`config.mk`:
```
export PLATFORM = sky130hd
export DESIGN_NAME = dtfm_top
export DESIGN_NICKNAME = d
export VERILOG_FILES = /design/src/hw/dtfm_pkg.sv /design/src/hw/dtfm_top.sv
export SDC_FILE = /design/constraint.sdc
export NUM_CORES = 1
export LEC_CHECK = 0
export BUFFER_PORTS_ARGS = -buffer_cell sky130_fd_sc_hd__buf_2
export CORE_ASPECT_RATIO = 0.7
export CORE_MARGIN = 1.5
export CORE_UTILIZATION = 50
export DETAILED_ROUTE_END_ITERATION = 16
export GPL_TIMING_DRIVEN = 0
export PLACE_DENSITY = 0.69
export SLEW_MARGIN = 40
export SYNTH_ARGS = -nofsm -noshare
export SYNTH_HDL_FRONTEND = slang
export SYNTH_SLANG_ARGS = --single-unit
```
`constraint.sdc`:
```
create_clock -name i_sys_clk -period 10.5 [get_ports i_sys_clk]
set_input_delay 1.05 -clock i_sys_clk [delete_from_list [all_inputs] [get_ports i_sys_clk]]
set_output_delay 1.05 -clock i_sys_clk [all_outputs]
set_load 0.01 [all_outputs]
```
`src/hw/dtfm_pkg.sv`:
```
// Purpose: Shared constants and types for the drive terminal function map
// Assumes: 100 MHz system clock, APB register access with 32-bit data
// Notes: Function codes, reset values and register offsets live here; the bench repeats them as literals
package dtfm_pkg;
    // Terminal counts
    localparam int NUM_IN = 6;
    localparam int NUM_OUT = 4;

    // Register byte addresses
    localparam logic [7:0] ADDR_IN_POL = 8'h00;
    localparam logic [7:0] ADDR_OUT_POL = 8'h04;
    localparam logic [7:0] ADDR_REACT = 8'h08;
    localparam logic [7:0] ADDR_FUNC0 = 8'h0c;
    localparam logic [7:0] ADDR_FUNC5 = 8'h20;
    localparam logic [7:0] ADDR_DIR_LIMIT = 8'h24;
    localparam logic [7:0] ADDR_REF_CALC = 8'h28;
    localparam logic [7:0] ADDR_STATUS = 8'h2c;
    localparam logic [7:0] ADDR_CMD = 8'h30;

    // Values after reset
    localparam logic [7:0] IN_POL_RST = 8'h00;
    localparam logic [7:0] OUT_POL_RST = 8'h00;
    localparam logic [7:0] REACT_RST = 8'h00;
    localparam logic [1:0] DIR_LIMIT_RST = 2'h2;
    localparam logic [2:0] REF_CALC_RST = 3'h0;
    // Index 0 forward, 1 reverse, 2..5 input one..four
    localparam logic [5:0][7:0] FUNC_RST = {8'h12, 8'h11, 8'h10, 8'h0f, 8'h0b, 8'h08};

    // Input function codes
    localparam logic [7:0] FN_RESET = 8'h01;
    localparam logic [7:0] FN_COAST_N = 8'h02;
    localparam logic [7:0] FN_COAST_RST_N = 8'h03;
    localparam logic [7:0] FN_STOP_N = 8'h06;
    localparam logic [7:0] FN_START = 8'h08;
    localparam logic [7:0] FN_LATCH_START = 8'h09;
    localparam logic [7:0] FN_REVERSE = 8'h0a;
    localparam logic [7:0] FN_START_REV = 8'h0b;
    localparam logic [7:0] FN_FWD_ONLY = 8'h0c;
    localparam logic [7:0] FN_REV_ONLY = 8'h0d;
    localparam logic [7:0] FN_JOG = 8'h0e;
    localparam logic [7:0] FN_PRESET0 = 8'h0f;
    localparam logic [7:0] FN_FREEZE_REF = 8'h13;
    localparam logic [7:0] FN_FREEZE_OUT = 8'h14;
    localparam logic [7:0] FN_UP = 8'h15;
    localparam logic [7:0] FN_DOWN = 8'h16;
    localparam logic [7:0] FN_REF_SWITCH = 8'h18;
    localparam logic [7:0] FN_CATCH_UP = 8'h1c;
    localparam logic [7:0] FN_SLOW_DOWN = 8'h1d;
    localparam logic [7:0] FN_PULSE = 8'h20;
    localparam logic [7:0] FN_RAMP0 = 8'h22;
    localparam logic [7:0] FN_COAST = 8'h2a;
    localparam logic [7:0] FN_EXT_ALARM = 8'h2b;
    localparam logic [7:0] FN_STOP = 8'h2e;
    localparam logic [7:0] FN_MAX = 8'h6e;

    // External alarm reactions and related settings
    localparam logic [7:0] REACT_OFF = 8'h00;
    localparam logic [7:0] REACT_STOP_WARN = 8'h02;
    localparam logic [7:0] REACT_JOG_WARN = 8'h03;
    localparam logic [7:0] REACT_MAX_WARN = 8'h04;
    localparam logic [7:0] REACT_STOP_TRIP = 8'h05;
    localparam logic [1:0] DIR_BOTH = 2'h2;
    localparam logic [2:0] REF_CALC_SW12 = 3'h3;
    localparam logic [2:0] REF_CALC_SW123 = 3'h4;
    localparam logic [7:0] ALARM_CODE = 8'h66;
    localparam logic [2:0] RAMP_FOUR = 3'h3;

    // Timing
    localparam int CLK_KHZ = 100000;
    localparam int LATCH_START_MS = 4;
    localparam int UPDN_TAP_MS = 400;
    localparam int LATCH_START_CYC = LATCH_START_MS * CLK_KHZ;
    localparam int UPDN_TAP_CYC = UPDN_TAP_MS * CLK_KHZ;

    // Alarm reaction sequence
    typedef enum logic [1:0] {
        AL_IDLE = 2'b00,
        AL_STOP = 2'b01,
        AL_TRIP = 2'b10
    } dtfm_alarm_t;

    // Decoded commands to the motor-control core
    typedef struct packed {
        logic run;
        logic reverse;
        logic fwd_only;
        logic rev_only;
        logic stop_ramp;
        logic coast;
        logic drive_reset;
        logic jog;
        logic force_jog;
        logic force_max;
        logic [3:0] preset_idx;
        logic freeze_ref;
        logic freeze_out;
        logic up_step;
        logic down_step;
        logic up_ramp;
        logic down_ramp;
        logic ref_sel_valid;
        logic ref_src1;
        logic catch_up;
        logic slow_down;
        logic pulse_valid;
        logic pulse_level;
        logic [2:0] ramp_idx;
        logic follow_bus;
    } dtfm_cmd_t;
endpackage

```
`src/hw/dtfm_top.sv`:
```
// Purpose: Input terminal function decode and output terminal polarity for a motor drive
// Assumes: Terminal inputs synchronous to i_sys_clk; APB slave with zero wait states
// Notes: Input bit 0 forward, 1 reverse, 2..5 input one..four; output bits DO1, DO2, relay one, relay two
//
// The implementer's own choices: the register offsets and the APB slave port.
`timescale 1ns/1ps
module dtfm_top #(
    parameter int LATCH_CYC = dtfm_pkg::LATCH_START_CYC,
    parameter int UPDN_CYC = dtfm_pkg::UPDN_TAP_CYC
) (
    input wire logic i_sys_clk,
    input wire logic i_rst,
    input wire logic i_psel,
    input wire logic i_penable,
    input wire logic i_pwrite,
    input wire logic [7:0] i_paddr,
    input wire logic [31:0] i_pwdata,
    output logic [31:0] o_prdata,
    output logic o_pready,
    output logic o_pslverr,
    input wire logic [5:0] i_terminals,
    input wire logic [3:0] i_out_func_active,
    output logic [3:0] o_out_terminals,
    output dtfm_pkg::dtfm_cmd_t o_cmd,
    output logic o_warning,
    output logic o_trip,
    output logic [7:0] o_alarm_code
);
    // True when any terminal assigned code shows the wanted effective level
    function automatic logic term_match(input logic [5:0][7:0] funcs, input logic [5:0] lvl,
                                        input logic [7:0] code, input logic want);
        logic hit;
        hit = 1'b0;
        for (int k = 0; k < dtfm_pkg::NUM_IN; k++) begin
            if (funcs[k] == code && lvl[k] == want) begin
                hit = 1'b1;
            end
        end
        return hit;
    endfunction

    logic [7:0] in_pol_r;
    logic [7:0] out_pol_r;
    logic [7:0] react_r;
    logic [5:0][7:0] func_r;
    logic [1:0] dir_lim_r;
    logic [2:0] ref_calc_r;
    logic [5:0] raw_r;
    logic [5:0] eff_r;
    logic [3:0] out_r;
    dtfm_pkg::dtfm_cmd_t cmd_r;
    dtfm_pkg::dtfm_cmd_t cmd_nxt;
    dtfm_pkg::dtfm_alarm_t al_state_r;
    dtfm_pkg::dtfm_alarm_t al_state_nxt;
    logic warn_r;
    logic trip_r;
    logic [7:0] code_r;
    logic latch_r;
    logic [31:0] latch_cnt_r;
    logic [1:0][31:0] ud_cnt_r;
    logic [1:0] ud_prev_r;
    logic reset_prev_r;
    logic [31:0] prdata_r;
    logic pready_r;
    logic pslverr_r;
    logic ext_alarm;
    logic stop_req;
    logic coast_req;
    logic reset_lvl;
    logic reset_rise;
    logic start_lvl;
    logic latch_lvl;
    logic freeze_any;
    logic [1:0] ud_lvl;
    logic [1:0] ud_step;
    logic [1:0] ud_ramp;
    logic [31:0] rd_data;
    logic bad_addr;
    logic bad_data;
    logic wr_en;
    logic setup;

    // Terminal sampling, then polarity; XOR gives the cancellation for active-low functions
    always_ff @(posedge i_sys_clk or posedge i_rst) begin
        if (i_rst) begin
            raw_r <= 6'h00;
            eff_r <= 6'h00;
        end else begin
            raw_r <= i_terminals;
            eff_r <= raw_r ^ in_pol_r[5:0];
        end
    end

    // Function-level decode shared by the command logic
    always_comb begin
        ext_alarm = term_match(func_r, eff_r, dtfm_pkg::FN_EXT_ALARM, 1'b1);
        stop_req = term_match(func_r, eff_r, dtfm_pkg::FN_STOP_N, 1'b0) |
                   term_match(func_r, eff_r, dtfm_pkg::FN_STOP, 1'b1);
        coast_req = term_match(func_r, eff_r, dtfm_pkg::FN_COAST_N, 1'b0) |
                    term_match(func_r, eff_r, dtfm_pkg::FN_COAST_RST_N, 1'b0) |
                    term_match(func_r, eff_r, dtfm_pkg::FN_COAST, 1'b1);
        reset_lvl = term_match(func_r, eff_r, dtfm_pkg::FN_RESET, 1'b1) |
                    term_match(func_r, eff_r, dtfm_pkg::FN_COAST_RST_N, 1'b0);
        start_lvl = term_match(func_r, eff_r, dtfm_pkg::FN_START, 1'b1) |
                    term_match(func_r, eff_r, dtfm_pkg::FN_START_REV, 1'b1);
        latch_lvl = term_match(func_r, eff_r, dtfm_pkg::FN_LATCH_START, 1'b1);
        freeze_any = term_match(func_r, eff_r, dtfm_pkg::FN_FREEZE_REF, 1'b1) |
                     term_match(func_r, eff_r, dtfm_pkg::FN_FREEZE_OUT, 1'b1);
        ud_lvl[0] = term_match(func_r, eff_r, dtfm_pkg::FN_UP, 1'b1);
        ud_lvl[1] = term_match(func_r, eff_r, dtfm_pkg::FN_DOWN, 1'b1);
        reset_rise = reset_lvl & ~reset_prev_r;
    end

    // Latched start: pulse must last LATCH_CYC cycles; a stop clears and wins
    always_ff @(posedge i_sys_clk or posedge i_rst) begin
        if (i_rst) begin
            latch_cnt_r <= 32'h0;
            latch_r <= 1'b0;
        end else begin
            if (!latch_lvl) begin
                latch_cnt_r <= 32'h0;
            end else if (latch_cnt_r != 32'(LATCH_CYC)) begin
                latch_cnt_r <= latch_cnt_r + 32'h1;
            end
            if (stop_req) begin
                latch_r <= 1'b0;
            end else if (latch_lvl && latch_cnt_r == 32'(LATCH_CYC - 1)) begin
                latch_r <= 1'b1;
            end
        end
    end

    // Up/down tap timing: short press steps on release, long press ramps
    always_ff @(posedge i_sys_clk or posedge i_rst) begin
        if (i_rst) begin
            ud_cnt_r <= '0;
            ud_prev_r <= 2'h0;
            reset_prev_r <= 1'b0;
        end else begin
            for (int j = 0; j < 2; j++) begin
                if (!ud_lvl[j]) begin
                    ud_cnt_r[j] <= 32'h0;
                end else if (ud_cnt_r[j] != 32'(UPDN_CYC)) begin
                    ud_cnt_r[j] <= ud_cnt_r[j] + 32'h1;
                end
            end
            ud_prev_r <= ud_lvl;
            reset_prev_r <= reset_lvl;
        end
    end

    // Step and ramp qualifiers for up and down
    always_comb begin
        for (int j = 0; j < 2; j++) begin
            ud_step[j] = ud_prev_r[j] & ~ud_lvl[j] & (ud_cnt_r[j] < 32'(UPDN_CYC));
            ud_ramp[j] = ud_lvl[j] & (ud_cnt_r[j] == 32'(UPDN_CYC));
        end
    end

    // External alarm stop-and-trip sequence
    always_comb begin
        al_state_nxt = al_state_r;
        unique case (al_state_r)
            dtfm_pkg::AL_IDLE: begin
                if (ext_alarm && react_r == dtfm_pkg::REACT_STOP_TRIP) begin
                    al_state_nxt = dtfm_pkg::AL_STOP;
                end
            end
            dtfm_pkg::AL_STOP: begin
                al_state_nxt = dtfm_pkg::AL_TRIP;
            end
            dtfm_pkg::AL_TRIP: begin
                if (reset_rise && !(ext_alarm && react_r == dtfm_pkg::REACT_STOP_TRIP)) begin
                    al_state_nxt = dtfm_pkg::AL_IDLE;
                end
            end
            default: begin
                al_state_nxt = dtfm_pkg::AL_IDLE;
            end
        endcase
    end

    always_ff @(posedge i_sys_clk or posedge i_rst) begin
        if (i_rst) begin
            al_state_r <= dtfm_pkg::AL_IDLE;
        end else begin
            al_state_r <= al_state_nxt;
        end
    end

    // Command word assembly
    always_comb begin
        cmd_nxt = '0;
        if (freeze_any) begin
            cmd_nxt.run = (cmd_r.run | start_lvl | latch_r) & ~(stop_req | coast_req);
        end else begin
            cmd_nxt.run = start_lvl | latch_r;
        end
        cmd_nxt.reverse = (term_match(func_r, eff_r, dtfm_pkg::FN_REVERSE, 1'b1) &&
                           dir_lim_r == dtfm_pkg::DIR_BOTH) ||
                          term_match(func_r, eff_r, dtfm_pkg::FN_START_REV, 1'b1);
        cmd_nxt.fwd_only = term_match(func_r, eff_r, dtfm_pkg::FN_FWD_ONLY, 1'b1);
        cmd_nxt.rev_only = term_match(func_r, eff_r, dtfm_pkg::FN_REV_ONLY, 1'b1);
        cmd_nxt.stop_ramp = stop_req | (ext_alarm && react_r == dtfm_pkg::REACT_STOP_WARN) |
                            (al_state_r != dtfm_pkg::AL_IDLE);
        cmd_nxt.coast = coast_req;
        cmd_nxt.drive_reset = reset_rise;
        cmd_nxt.jog = term_match(func_r, eff_r, dtfm_pkg::FN_JOG, 1'b1);
        cmd_nxt.force_jog = ext_alarm && react_r == dtfm_pkg::REACT_JOG_WARN;
        cmd_nxt.force_max = ext_alarm && react_r == dtfm_pkg::REACT_MAX_WARN;
        for (int b = 0; b < 4; b++) begin
            cmd_nxt.preset_idx[b] = term_match(func_r, eff_r, dtfm_pkg::FN_PRESET0 + 8'(b), 1'b1);
        end
        cmd_nxt.freeze_ref = term_match(func_r, eff_r, dtfm_pkg::FN_FREEZE_REF, 1'b1);
        cmd_nxt.freeze_out = term_match(func_r, eff_r, dtfm_pkg::FN_FREEZE_OUT, 1'b1);
        cmd_nxt.up_step = ud_step[0];
        cmd_nxt.down_step = ud_step[1];
        cmd_nxt.up_ramp = ud_ramp[0];
        cmd_nxt.down_ramp = ud_ramp[1];
        cmd_nxt.ref_sel_valid = (ref_calc_r == dtfm_pkg::REF_CALC_SW12) ||
                                (ref_calc_r == dtfm_pkg::REF_CALC_SW123);
        cmd_nxt.ref_src1 = cmd_nxt.ref_sel_valid &&
                           term_match(func_r, eff_r, dtfm_pkg::FN_REF_SWITCH, 1'b1);
        cmd_nxt.catch_up = term_match(func_r, eff_r, dtfm_pkg::FN_CATCH_UP, 1'b1);
        cmd_nxt.slow_down = term_match(func_r, eff_r, dtfm_pkg::FN_SLOW_DOWN, 1'b1);
        cmd_nxt.pulse_valid = func_r[5] == dtfm_pkg::FN_PULSE;
        cmd_nxt.pulse_level = cmd_nxt.pulse_valid & eff_r[5];
        for (int b = 0; b < 3; b++) begin
            cmd_nxt.ramp_idx[b] = term_match(func_r, eff_r, dtfm_pkg::FN_RAMP0 + 8'(b), 1'b1);
        end
        if (|ud_ramp) begin
            cmd_nxt.ramp_idx = dtfm_pkg::RAMP_FOUR;
        end
        cmd_nxt.follow_bus = ~((ext_alarm && react_r != dtfm_pkg::REACT_OFF) ||
                               (al_state_r != dtfm_pkg::AL_IDLE));
    end

    // Registered command, alarm and output terminal state
    always_ff @(posedge i_sys_clk or posedge i_rst) begin
        if (i_rst) begin
            cmd_r <= '0;
            warn_r <= 1'b0;
            trip_r <= 1'b0;
            code_r <= 8'h00;
            out_r <= 4'h0;
        end else begin
            cmd_r <= cmd_nxt;
            warn_r <= ext_alarm && (react_r == dtfm_pkg::REACT_STOP_WARN ||
                                    react_r == dtfm_pkg::REACT_JOG_WARN ||
                                    react_r == dtfm_pkg::REACT_MAX_WARN);
            trip_r <= al_state_nxt == dtfm_pkg::AL_TRIP;
            if ((al_state_nxt == dtfm_pkg::AL_TRIP) || (ext_alarm && react_r >= dtfm_pkg::REACT_STOP_WARN &&
                                                       react_r <= dtfm_pkg::REACT_MAX_WARN)) begin
                code_r <= dtfm_pkg::ALARM_CODE;
            end else begin
                code_r <= 8'h00;
            end
            out_r <= i_out_func_active ^ out_pol_r[3:0];
        end
    end

    // APB decode: setup phase computes answer, access phase commits
    always_comb begin
        setup = i_psel & ~i_penable;
        wr_en = i_psel & i_penable & pready_r & i_pwrite & ~pslverr_r;
        bad_addr = 1'b0;
        bad_data = 1'b0;
        rd_data = 32'h0;
        if (i_paddr[1:0] != 2'h0) begin
            bad_addr = 1'b1;
        end else if (i_paddr == dtfm_pkg::ADDR_IN_POL) begin
            rd_data = {24'h0, in_pol_r};
        end else if (i_paddr == dtfm_pkg::ADDR_OUT_POL) begin
            rd_data = {24'h0, out_pol_r};
        end else if (i_paddr == dtfm_pkg::ADDR_REACT) begin
            rd_data = {24'h0, react_r};
            bad_data = i_pwdata[7:0] == 8'h01 || i_pwdata[7:0] > dtfm_pkg::REACT_STOP_TRIP;
        end else if (i_paddr >= dtfm_pkg::ADDR_FUNC0 && i_paddr <= dtfm_pkg::ADDR_FUNC5) begin
            rd_data = {24'h0, func_r[3'(8'(i_paddr - dtfm_pkg::ADDR_FUNC0) >> 2)]};
            bad_data = i_pwdata[7:0] > dtfm_pkg::FN_MAX;
        end else if (i_paddr == dtfm_pkg::ADDR_DIR_LIMIT) begin
            rd_data = {30'h0, dir_lim_r};
            bad_data = i_pwdata[1:0] > dtfm_pkg::DIR_BOTH;
        end else if (i_paddr == dtfm_pkg::ADDR_REF_CALC) begin
            rd_data = {29'h0, ref_calc_r};
        end else if (i_paddr == dtfm_pkg::ADDR_STATUS) begin
            rd_data = {15'h0, al_state_r, out_r, latch_r, trip_r, warn_r, 2'h0, eff_r};
        end else if (i_paddr == dtfm_pkg::ADDR_CMD) begin
            rd_data = {{(32 - $bits(dtfm_pkg::dtfm_cmd_t)){1'b0}}, cmd_r};
        end else begin
            bad_addr = 1'b1;
        end
        if (!i_pwrite || i_paddr == dtfm_pkg::ADDR_STATUS || i_paddr == dtfm_pkg::ADDR_CMD) begin
            bad_data = 1'b0;
        end
    end

    // APB answer flops; one wait-free access phase
    always_ff @(posedge i_sys_clk or posedge i_rst) begin
        if (i_rst) begin
            pready_r <= 1'b0;
            pslverr_r <= 1'b0;
            prdata_r <= 32'h0;
        end else begin
            pready_r <= setup;
            pslverr_r <= setup & (bad_addr | bad_data |
                                  (i_pwrite && (i_paddr == dtfm_pkg::ADDR_STATUS ||
                                                i_paddr == dtfm_pkg::ADDR_CMD)));
            prdata_r <= (setup && !i_pwrite && !bad_addr) ? rd_data : 32'h0;
        end
    end

    // Software-writable configuration
    always_ff @(posedge i_sys_clk or posedge i_rst) begin
        if (i_rst) begin
            in_pol_r <= dtfm_pkg::IN_POL_RST;
            out_pol_r <= dtfm_pkg::OUT_POL_RST;
            react_r <= dtfm_pkg::REACT_RST;
            func_r <= dtfm_pkg::FUNC_RST;
            dir_lim_r <= dtfm_pkg::DIR_LIMIT_RST;
            ref_calc_r <= dtfm_pkg::REF_CALC_RST;
        end else if (wr_en) begin
            if (i_paddr == dtfm_pkg::ADDR_IN_POL) begin
                in_pol_r <= i_pwdata[7:0];
            end
            if (i_paddr == dtfm_pkg::ADDR_OUT_POL) begin
                out_pol_r <= i_pwdata[7:0];
            end
            if (i_paddr == dtfm_pkg::ADDR_REACT) begin
                react_r <= i_pwdata[7:0];
            end
            for (int k = 0; k < dtfm_pkg::NUM_IN; k++) begin
                if (i_paddr == dtfm_pkg::ADDR_FUNC0 + 8'(4 * k)) begin
                    func_r[k] <= i_pwdata[7:0];
                end
            end
            if (i_paddr == dtfm_pkg::ADDR_DIR_LIMIT) begin
                dir_lim_r <= i_pwdata[1:0];
            end
            if (i_paddr == dtfm_pkg::ADDR_REF_CALC) begin
                ref_calc_r <= i_pwdata[2:0];
            end
        end
    end

    // Output drive, all from flops
    always_comb begin
        o_prdata = prdata_r;
        o_pready = pready_r;
        o_pslverr = pslverr_r;
        o_out_terminals = out_r;
        o_cmd = cmd_r;
        o_warning = warn_r;
        o_trip = trip_r;
        o_alarm_code = code_r;
    end
endmodule

```
Word level (Yosys, flattened, before mapping)
Index checks and enable logic that the tools add are counted.
{ "op_classes": {"n_bitwise": 44, "n_lt_le_gt_ge": 10, "eq_ne": 201, "mul": 0, "shifts": 0, "n_reduce_logical": 215, "n_mux": 210, "div_mod_pow": 0, "addsub": 4} }
{ "ops": {"columns": ["cell", "count"], "rows": [
  ["8-bit by 5-bit == test with 1-bit output, second input constant", 64],
  ["32-bit two-way mux", 13],
  ["8-bit by 4-bit == test with 1-bit output, second input constant", 50],
  ["8-bit by 6-bit == test with 1-bit output, second input constant", 42],
  ["1-bit two-way mux", 187],
  ["1-bit logical AND", 184],
  ["8-bit by 2-bit == test with 1-bit output, second input constant", 14],
  ["32-bit by 1-bit adder with 32-bit output, second input constant", 3],
  ["30-bit two-way mux", 3],
  ["8-bit by 3-bit == test with 1-bit output, second input constant", 9],
  ["32-bit by 26-bit == test with 1-bit output, second input constant", 2],
  ["32-bit by 26-bit less-than comparator with 1-bit output, second input constant", 2],
  ["32-bit by 26-bit != test with 1-bit output, second input constant", 2],
  ["8-bit by 1-bit == test with 1-bit output, second input constant", 7],
  ["32-bit by 19-bit == test with 1-bit output, second input constant", 1],
  ["32-bit by 19-bit != test with 1-bit output, second input constant", 1],
  ["8-bit binary-select mux with 3-bit select", 1],
  ["2-bit AND reduction", 11],
  ["1-bit AND", 15],
  ["1-bit OR", 14],
  ["1-bit inverter", 13],
  ["1-bit logical OR", 10],
  ["8-bit by 2-bit greater-or-equal comparator with 1-bit output, second input constant", 1],
  ["8-bit by 4-bit greater-or-equal comparator with 1-bit output, second input constant", 1],
  ["25 further kinds", 34]
]} }
{ "totals": {"elab_cells": 736, "memories": 0, "romBits": 0, "latch_bits": 0, "ff_bits": 268, "in_bits": 55, "out_inout_bits": 78, "mem_bits_rw": 0} }

Logic depth before layout (Yosys ltp)
Gate-level depths: netlist of run 1.
{ "depth": {"depth_word": 16, "mapped_depth": 12, "depth_no_buf": 8} }

Worst setup path before layout of run 1
OpenSTA, ideal clock, no wires.
{ "synth_path": {"kind": "input -> register", "start": "input port i_paddr[2]", "end": "register prdata_r[6] (netlist: o_prdata[6])", "arrival_time_ns": 3.279, "setup_time_ns": 0.095, "cell_stages": 11, "required_ns": 10.405, "n_path_buf": 3, "path_slack_ns": 7.126, "path_cell_list": "clkbuf_1 buf_2 inv_1 ha_1 nor3b_2 and4_1 buf_2 nor2_2 a2111o_1 nand2b_1 o32ai_2"} }
{ "synth_via": {"elab_chain_cells": 13, "elab_cells_between_ends": 34, "cone_classes": "add/sub (1); order compare (2); eq/ne (6); mux (21); reduce/logical (4)"} }
{ "synth_rtl": {"columns": ["element", "line_no", "source"], "rows": [
  ["start, declared", "dtfm_top.sv:16", "input wire logic [7:0] i_paddr,"],
  ["branches (longest 12 deep; another with 5-bit by 4-bit subtractor with 5-bit output)", null, null],
  ["32-bit two-way mux (*)", "dtfm_top.sv:309", "prdata_r <= (setup && !i_pwrite && !bad_addr) ? rd_data : 32'h0;"],
  ["end signal, assigned", "dtfm_top.sv:309", null],
  ["end, declared", "dtfm_top.sv:63", "logic [31:0] prdata_r;"]
]} }
Mark *: on every way between the ends. The select of a mux whose other input is x is not followed.
A chain may end at the register's enable or synchronous reset.

Final worst setup path of run 1
{ "layout_path": {"start": "input port i_paddr[2]", "end": "register prdata_r[25] (netlist: o_prdata[25])"} }
{ "layout_via": {"elab_chain_cells": 13, "elab_cells_between_ends": 31, "cone_classes": "order compare (2); eq/ne (6); mux (19); reduce/logical (4)"} }
{ "layout_rtl": {"columns": ["element", "line_no", "source"], "rows": [
  ["8-bit by 6-bit == test with 1-bit output", "dtfm_top.sv:288", "end else if (i_paddr == dtfm_pkg::ADDR_CMD) begin"],
  ["1-bit two-way mux", "dtfm_top.sv:288", null],
  ["1-bit two-way mux", "dtfm_top.sv:286", "end else if (i_paddr == dtfm_pkg::ADDR_STATUS) begin"],
  ["1-bit two-way mux", "dtfm_top.sv:284", "end else if (i_paddr == dtfm_pkg::ADDR_REF_CALC) begin"],
  ["1-bit two-way mux", "dtfm_top.sv:281", "end else if (i_paddr == dtfm_pkg::ADDR_DIR_LIMIT) begin"],
  ["1-bit two-way mux", "dtfm_top.sv:278", "end else if (i_paddr >= dtfm_pkg::ADDR_FUNC0 && i_paddr <= dtfm_pkg::ADDR_FUNC5) begin"],
  ["1-bit two-way mux", "dtfm_top.sv:275", "end else if (i_paddr == dtfm_pkg::ADDR_REACT) begin"],
  ["1-bit two-way mux", "dtfm_top.sv:273", "end else if (i_paddr == dtfm_pkg::ADDR_OUT_POL) begin"],
  ["1-bit two-way mux", "dtfm_top.sv:271", "end else if (i_paddr == dtfm_pkg::ADDR_IN_POL) begin"],
  ["1-bit two-way mux", "dtfm_top.sv:269", "if (i_paddr[1:0] != 2'h0) begin"],
  ["1-bit logical NOT", "dtfm_top.sv:309", null],
  ["1-bit logical AND", "dtfm_top.sv:309", null],
  ["32-bit two-way mux (*)", "dtfm_top.sv:309", null]
]} }
Every way passes the cells marked *; elsewhere a longest branch is shown, timed or not.

==> flow_metrics.py, run 1 <==
metrics = {
    "worst_setup_path": {
        "crit_fanout": 10,
        "cp.required_ps": 10990,
        "r2r-start": "func_r[9]$_DFFE_PP1P_",
        "reg2reg_to": "o_cmd[29]$_DFF_PP0_",
        "endpoint_kind": "flop",
        "startpoint_type": "primary input",
        "crit_arrival_ps": 4410,
        "path_class": "in -> reg",
        "r2r_setup_slack_ps": 7210,
        "reg2regPathDepth": 7,
    },
    "yosys": {
        "synth_top_area_share_pct": 44.1,
        "ys_seq_area_share_pct": 46.8,
        "ys_ff_latch": 260,
        "synthFlopType": "dfrtp_1",
        "yosys_warnings": 0,
        "ys_types": 81,
        "ys_async_sr_fraction_pct": 100,
        "avgSynthCellArea_sq_um": 9.87,
        "synth_edf_count": 0,
        "synth_area_leaders": "dfrtp_1 (44%), mux2_2 (6.7%), nor2_1 (4.7%)",
        "synth_cells": 1414,
        "yosysTopAreaCell": "dfrtp_1",
        "syn-cell-area_sq_mm": 0.0140,
    },
    "global_route": {
        "antenna_found_initial": 0,
        "grt_pass1_vias": 11500,
        "grt_max_degree": 75,
        "grt_pass1_wl_microns": 71000,
        "grt_overflow": 0,
        "grt.total_usage_pct": 32.9,
    },
    "drt": {
        "wl_met3_microns": 6870,
        "highest_layer": "met5",
        "drt_iter0_drc": 1279,
        "post_drt_wl_per_cell_microns": 24.1,
        "vias": 12000,
        "first_pass_iters": 6,
        "drc_errors": 0,
        "ant_nets": 0,
        "met1_length_microns": 21200,
        "wl_microns": 46700,
        "vias_per_cell": 6.21,
        "met2_length_microns": 17700,
    },
    "timing": {
        "finClkSkew_ps": 25.0,
        "final_max_slew_viol_count": 0,
        "worstMarginPinSlew_ps": 943,
        "whs_ps": 433,
        "fin_crit_ps": 3920,
        "maxSlewHeadroom_pct": 36.4,
        "setup-tns-final_ps": 0,
        "postLayoutSetupSlackWorst_ps": 6580,
        "rsz0062_at_grt": "false",
        "setup_viol": 0,
        "fmax_ghz": 0.255,
        "post-route-period-util_pct": 37.3,
        "finalHoldViolCount": 0,
    },
    "floorplan": {
        "num_rows": 50,
        "die_height_microns": 143,
        "coreArea_sq_mm": 0.0271,
        "pin_count": 133,
        "initial_core_util_pct": 51.5,
        "dieWidth_microns": 203,
        "dieArea_sq_mm": 0.0289,
    },
    "clock_tree": {
        "cts_root_buf": "clkbuf_16",
        "cts_tree": "built",
        "cts.reportedPaths.clkPinSlew_ps": 60,
        "clk_latency_ps": 570,
        "holdBufCountCts": 0,
        "ctsResizeCount": 0,
        "htreeDepth": 1,
        "cts_setup_buffers": 0,
        "cts_max_path_buffers": 3,
        "numClockSinks": 260,
        "cts_buffers": 27,
    },
    "cells_and_area": {
        "stdcell_count": 1937,
        "nNetsFinal": 1617,
        "layout-drive-gt1-share_pct": 19.6,
        "areaGrowthSynthToFinish_pct": 15.2,
        "final_cell_area_sq_mm": 0.0161,
        "diodes": 0,
    },
    "hold_path": {
        "hold_depth": 1,
        "hp-class": "reg -> reg",
        "hp-start": "raw_r[4]$_DFF_PP0_",
        "worstHoldEndpoint": "eff_r[4]$_DFF_PP0_",
    },
    "pwr": {
        "powerDensity_mw_per_mm2": 135,
        "ir_drop_uv": 141,
        "p_leak_nw": 7.04,
    },
    "placed_design": {
        "port_buffers": 100,
        "dp_slack_ps": 6090,
        "dp_hpwl_microns": 35500,
        "dpl_cell_area_sq_mm": 0.0151,
        "place.gp.congestion": 1.05,
        "dp.cells": 1887,
    },
    "run_status": {
        "status": "completed",
    },
    "run": {
        "cap_violations": 0,
    },
}
==> state kept, by name (all words and copies together) (netlist names), 3 cells and up <==
signal	cells
eff_r	6
o_cmd	30
func_r	48
raw_r	6
react_r	8
ref_calc_r	3
out_pol_r	8
latch_cnt_r	32
ud_cnt_r	64
o_prdata	30
in_pol_r	8
o_out_terminals	4
==> kinds of logic (layout without fill, tap and decap cells) <==
kind of cell             Yosys count  count (layout)  share of synthesized area (%)
multiplexers                      98              98                           8.49
flip-flops                       260             260                           46.8
buffers and inverters            110             264                           3.59
XOR/XNOR                          97              97                           6.09
AO/OA/AOI/OAI                    181             181                           9.27
other                              1               6                         0.0269
AND/OR/NAND/NOR                  657             657                           24.9
adder cells (fa/ha/maj)           10              10                          0.897
==> layout make-up <==
class / count / area (sq um)
multi-input combinational: 1049 / 6990
sequential: 260 / 6520
inverter: 32 / 128
fill: 2299 / 11000
clock buffer: 34 / 722
tap: 364 / 455
timing repair buffer: 104 / 611
clock inverter: 16 / 260
buffer: 78 / 383
==> Yosys cell counts, drive strengths merged, types with 5 or more instances <==
cell type,number
and4,13
or4,14
mux2,83
nand2,102
nor3,43
nor4,21
mux4,8
o21ai,19
or3,22
and3,34
nor2,175
nor3b,9
nand4,37
a21oi,35
nor2b,25
a21o,5
nand2b,32
o32ai,13
dfrtp,246
o31ai,5
nand3,77
a31oi,9
nand3b,6
xor2,63
a22oi,20
mux2i,7
xnor2,34
dfstp,14
nand4b,5
and2,19
ha,10
o22ai,18
inv,32
or4b,5
buf,26
nor4b,10
clkbuf,52
==> per-layer routing <==
metal,track usage [%],vias to the layer above
met1,49.3,5973
met4,6.20,2
met2,42.4,625
met5,1.87,-
met3,15.4,80
li1,-,5357
==> how the worst max path moves through the flow <==
stage,from,to,slack (ps),depth (start not counted)
4_1_cts,i_paddr[2],o_prdata[24]$_DFF_PP0_,6670,13
3_3_place_gp,i_rst,o_prdata[7]$_DFF_PP0_,-430,2
5_1_grt,i_paddr[2],o_prdata[20]$_DFF_PP0_,6370,13
6_report,i_paddr[2],o_prdata[25]$_DFF_PP0_,6580,13
2_1_floorplan,i_rst,al_state_r[0]$_DFF_PP0_,2320,1
3_5_place_dp,i_paddr[2],o_prdata[24]$_DFF_PP0_,6090,13
==> where the power goes <==
group	internal, W	switching, W	total [W]	leakage (nW)
clock	0.000640	0.000424	0.00106	0.470
sequential	0.00101	0.00000538	0.00101	3.54
combinational	0.0000246	0.0000613	0.0000859	3.04
==> critical path, stage by stage <==
cell and delay [ps]:
buf_2 140, clkbuf_1 250, buf_2 300, inv_1 190, ha_1 220, nor3b_2 320, and4_1 230, buf_2 230
nor2_2 110, a2111o_1 550, nor2_1 400, buf_2 260, and2_1 150
==> stage by stage <==
step | util, % | power, W
final | 59.3 | 0.00216
after global routing | 59.3 | 0.00223
after CTS | 59.3 | 0.00218
after detailed placement | 55.7 | 0.00112
after global placement | 55.1 | 0.00111
after floorplan | - | 0.00108
==> placed cells by master (no fill, tap or decap), types with 9 or more instances in the layout <==
cell,netlist,routed
and3_1,34,34
inv_1,32,31
clkbuf_16,0,27
o22ai_1,18,18
buf_2,10,110
dfrtp_1,246,246
or4_1,14,14
nor4_1,19,17
or3_1,22,22
and4_1,13,13
ha_1,10,10
nand4_1,37,37
xnor2_1,34,34
o21ai_0,19,19
nor3_1,41,41
a31oi_1,9,9
nand2b_1,32,32
nand3_1,77,77
xor2_1,63,63
buf_4,10,10
a21oi_1,35,35
nor2b_1,25,25
and2_1,19,19
mux2_2,83,83
nor2_1,174,174
nand2_1,102,102
dfstp_2,14,14
clkbuf_1,52,55
a22oi_1,20,20
o32ai_1,10,10
(Power assumes the default switching activity.)
==> run 2: changes to the inputs <==
Clock period 10.5 ns to 4.1 ns, I/O delays scaled along.
==> run 2 against run 1 <==
Non-clock buffer count increased by 17. Combinational power increased to 2.8 times the previous value. Highest routed layer is now met4. Clock power grew 140%. Sequential power rose to 2.6 times the previous value. Clock skew fell by 6.6 ps. First-iteration DRC count grew 3.7%. Cell area is 1.1% higher. Register-to-register slack worse by 6200 ps. Global-route usage fell by 0.57 points. Power up 150%. Wire length fell by 0.64%. Hold slack worse by 400 ps. Largest power group is now registers.
==> flow_metrics.py, run 2 (synthesis results as in run 1) <==
metrics = {
    "cells_and_area": {
        "fill_cells": 2327,
        "stdcell_count": 1952,
        "multiInputGateArea_sq_mm": 0.00699,
        "diodes": 0,
        "regArea_sq_mm": 0.00652,
        "nNetsFinal": 1633,
        "final_common_cell": "dfrtp_1",
        "mostFrequentLayoutCells": "dfrtp_1 (246), nor2_1 (174), buf_2 (110), nand2_1 (102), mux2_2 (83)",
        "largest_reg_flops": 64,
        "top_regs": "ud_cnt_r x64, func_r x48, latch_cnt_r x32",
        "layout-drive-gt1-share_pct": 20.0,
        "regMostFlops": "ud_cnt_r",
        "areaGrowthSynthToFinish_pct": 16.5,
    },
    "floorplan": {
        "initial_core_util_pct": 51.5,
        "dieArea_sq_mm": 0.0289,
        "dieWidth_microns": 203,
        "pin_count": 133,
        "num_rows": 50,
        "die_height_microns": 143,
        "coreArea_sq_mm": 0.0271,
    },
    "placed_design": {
        "dp_slack_ps": 369,
        "port_buffers": 100,
        "dp_hpwl_microns": 35800,
        "place.gp.congestion": 1.03,
        "dp.cells": 1897,
    },
    "clock_tree": {
        "cts_buffers": 26,
        "cts_tree": "built",
        "cts.reportedPaths.clkPinSlew_ps": 60,
        "clk_latency_ps": 560,
        "numClockSinks": 260,
        "cts_max_path_buffers": 3,
        "cts_root_buf": "clkbuf_16",
        "htreeDepth": 1,
    },
    "timing": {
        "postLayoutSetupSlackWorst_ps": 808,
        "fin_crit_ps": 3290,
        "post-route-period-util_pct": 80.3,
        "setup-tns-final_ps": 0,
        "finalHoldViolCount": 0,
        "setup_viol": 0,
        "rsz0062_at_grt": "false",
        "final_max_slew_viol_count": 0,
        "finClkSkew_ps": 18.4,
        "maxSlewHeadroom_pct": 42.9,
        "fmax_ghz": 0.304,
        "worstMarginPinSlew_ps": 857,
    },
    "global_route": {
        "grt_overflow": 0,
        "grt_max_degree": 28,
        "antenna_found_initial": 1,
        "grt.total_usage_pct": 32.3,
        "grt_pass1_wl_microns": 69800,
        "grt_pass1_vias": 11100,
    },
    "drt": {
        "first_pass_iters": 5,
        "vias_per_cell": 6.17,
        "drc_errors": 0,
        "drt_iter0_drc": 1326,
        "wl_microns": 46400,
        "post_drt_wl_per_cell_microns": 23.8,
        "ant_nets": 0,
        "vias": 12000,
    },
    "worst_setup_path": {
        "path_class": "in -> reg",
        "startpoint_type": "primary input",
        "crit_arrival_ps": 3770,
        "reg2reg_to": "o_cmd[3]$_DFF_PP0_",
        "r2r-start": "func_r[9]$_DFFE_PP1P_",
        "r2r_setup_slack_ps": 1000,
        "reg2regPathDepth": 7,
        "endpoint_kind": "flop",
        "crit_path_start": "i_paddr[2]",
        "endpoint": "o_prdata[20]$_DFF_PP0_",
        "crit_fanout": 10,
        "cp.required_ps": 4580,
    },
    "pwr": {
        "powerDensity_mw_per_mm2": 331,
        "p_leak_nw": 7.14,
        "ir_drop_uv": 315,
        "finalPower_w": 0.00538,
    },
    "run_status": {
        "status": "completed",
    },
    "run": {
        "cap_violations": 0,
    },
    "hold_path": {
        "hp-class": "in -> reg",
    },
}
-- run 2: cell count changes in the layout (fill, tap and decap cells not counted), sizes merged --
cell,previous run,this run
inv,34,33
clkinvlp,3,2
buf,130,139
bufinv,6,3
clkbuf,86,89
dlygate4sd3,0,7
clkdlybuf4s18,0,1
-- run 2: metrics by stage --
step                      utilization, %  cell area, sq um  hold slack [ps]
after floorplan                        -             14000              399
after detailed placement            56.3             15300              428
final                               60.0             16300             35.2
after CTS                           60.0             16200             21.0
after global routing                60.0             16300             18.7
after global placement              55.1             14900              412
-- run 2: metal layers --
metal,vias up,share of wire [%],global-route usage (%)
met5,-,0,0
met2,590,38,42.1
met1,5987,48,51.5
met4,0,1.7,5.69
met3,63,12,10.3
li1,5396,-,-
-- run 2: cell type report --
| cell class | instances | share of cell area, % |
|---|---|---|
| Buffer | 78 | 2.34 |
| Clock inverter | 11 | 0.862 |
| Timing Repair Buffer | 121 | 5.34 |
| Tap cell | 364 | 2.80 |
| Multi-Input combinational cell | 1049 | 43.0 |
| Sequential cell | 260 | 40.1 |
| Clock buffer | 37 | 4.76 |
| Inverter | 32 | 0.762 |
-- run 2: how the worst min path moves through the flow --
stage	start	endpoint	slack (ps)	cells after the start
floorplan	reset_prev_r$_DFF_PP0_	o_cmd[23]$_DFF_PP0_	400	1
global placement	reset_prev_r$_DFF_PP0_	o_cmd[23]$_DFF_PP0_	410	1
detailed placement	i_rst	o_prdata[17]$_DFF_PP0_	430	2
CTS	i_out_func_active[3]	o_out_terminals[3]$_DFF_PP0_	20	2
global route	i_out_func_active[3]	o_out_terminals[3]$_DFF_PP0_	20	2
finish	i_out_func_active[3]	o_out_terminals[3]$_DFF_PP0_	40	2
-- run 2: worst max-delay path, cell delays in order --
cell,delay (ps)
buf_2,140
clkbuf_1,230
buf_2,280
inv_1,180
ha_1,230
nor3b_2,340
and4_1,220
buf_2,230
nor2_2,100
a2111o_1,560
nor2_1,420
buf_2,260
and2_1,140
-- run 2: power by group --
part | switching (W) | internal [W]
Clock | 0.00105 | 0.00150
Sequential | 0.0000139 | 0.00258
Combinational | 0.000158 | 0.0000834
Total | 0.00122 | 0.00417
-- run 2: timing repair --
action | in CTS | in global routing
gates resized for setup | 0 | 0
hold buffers | 7 | 0
setup buffers | 0 | 0
hold endpoints to repair | 18 | 0
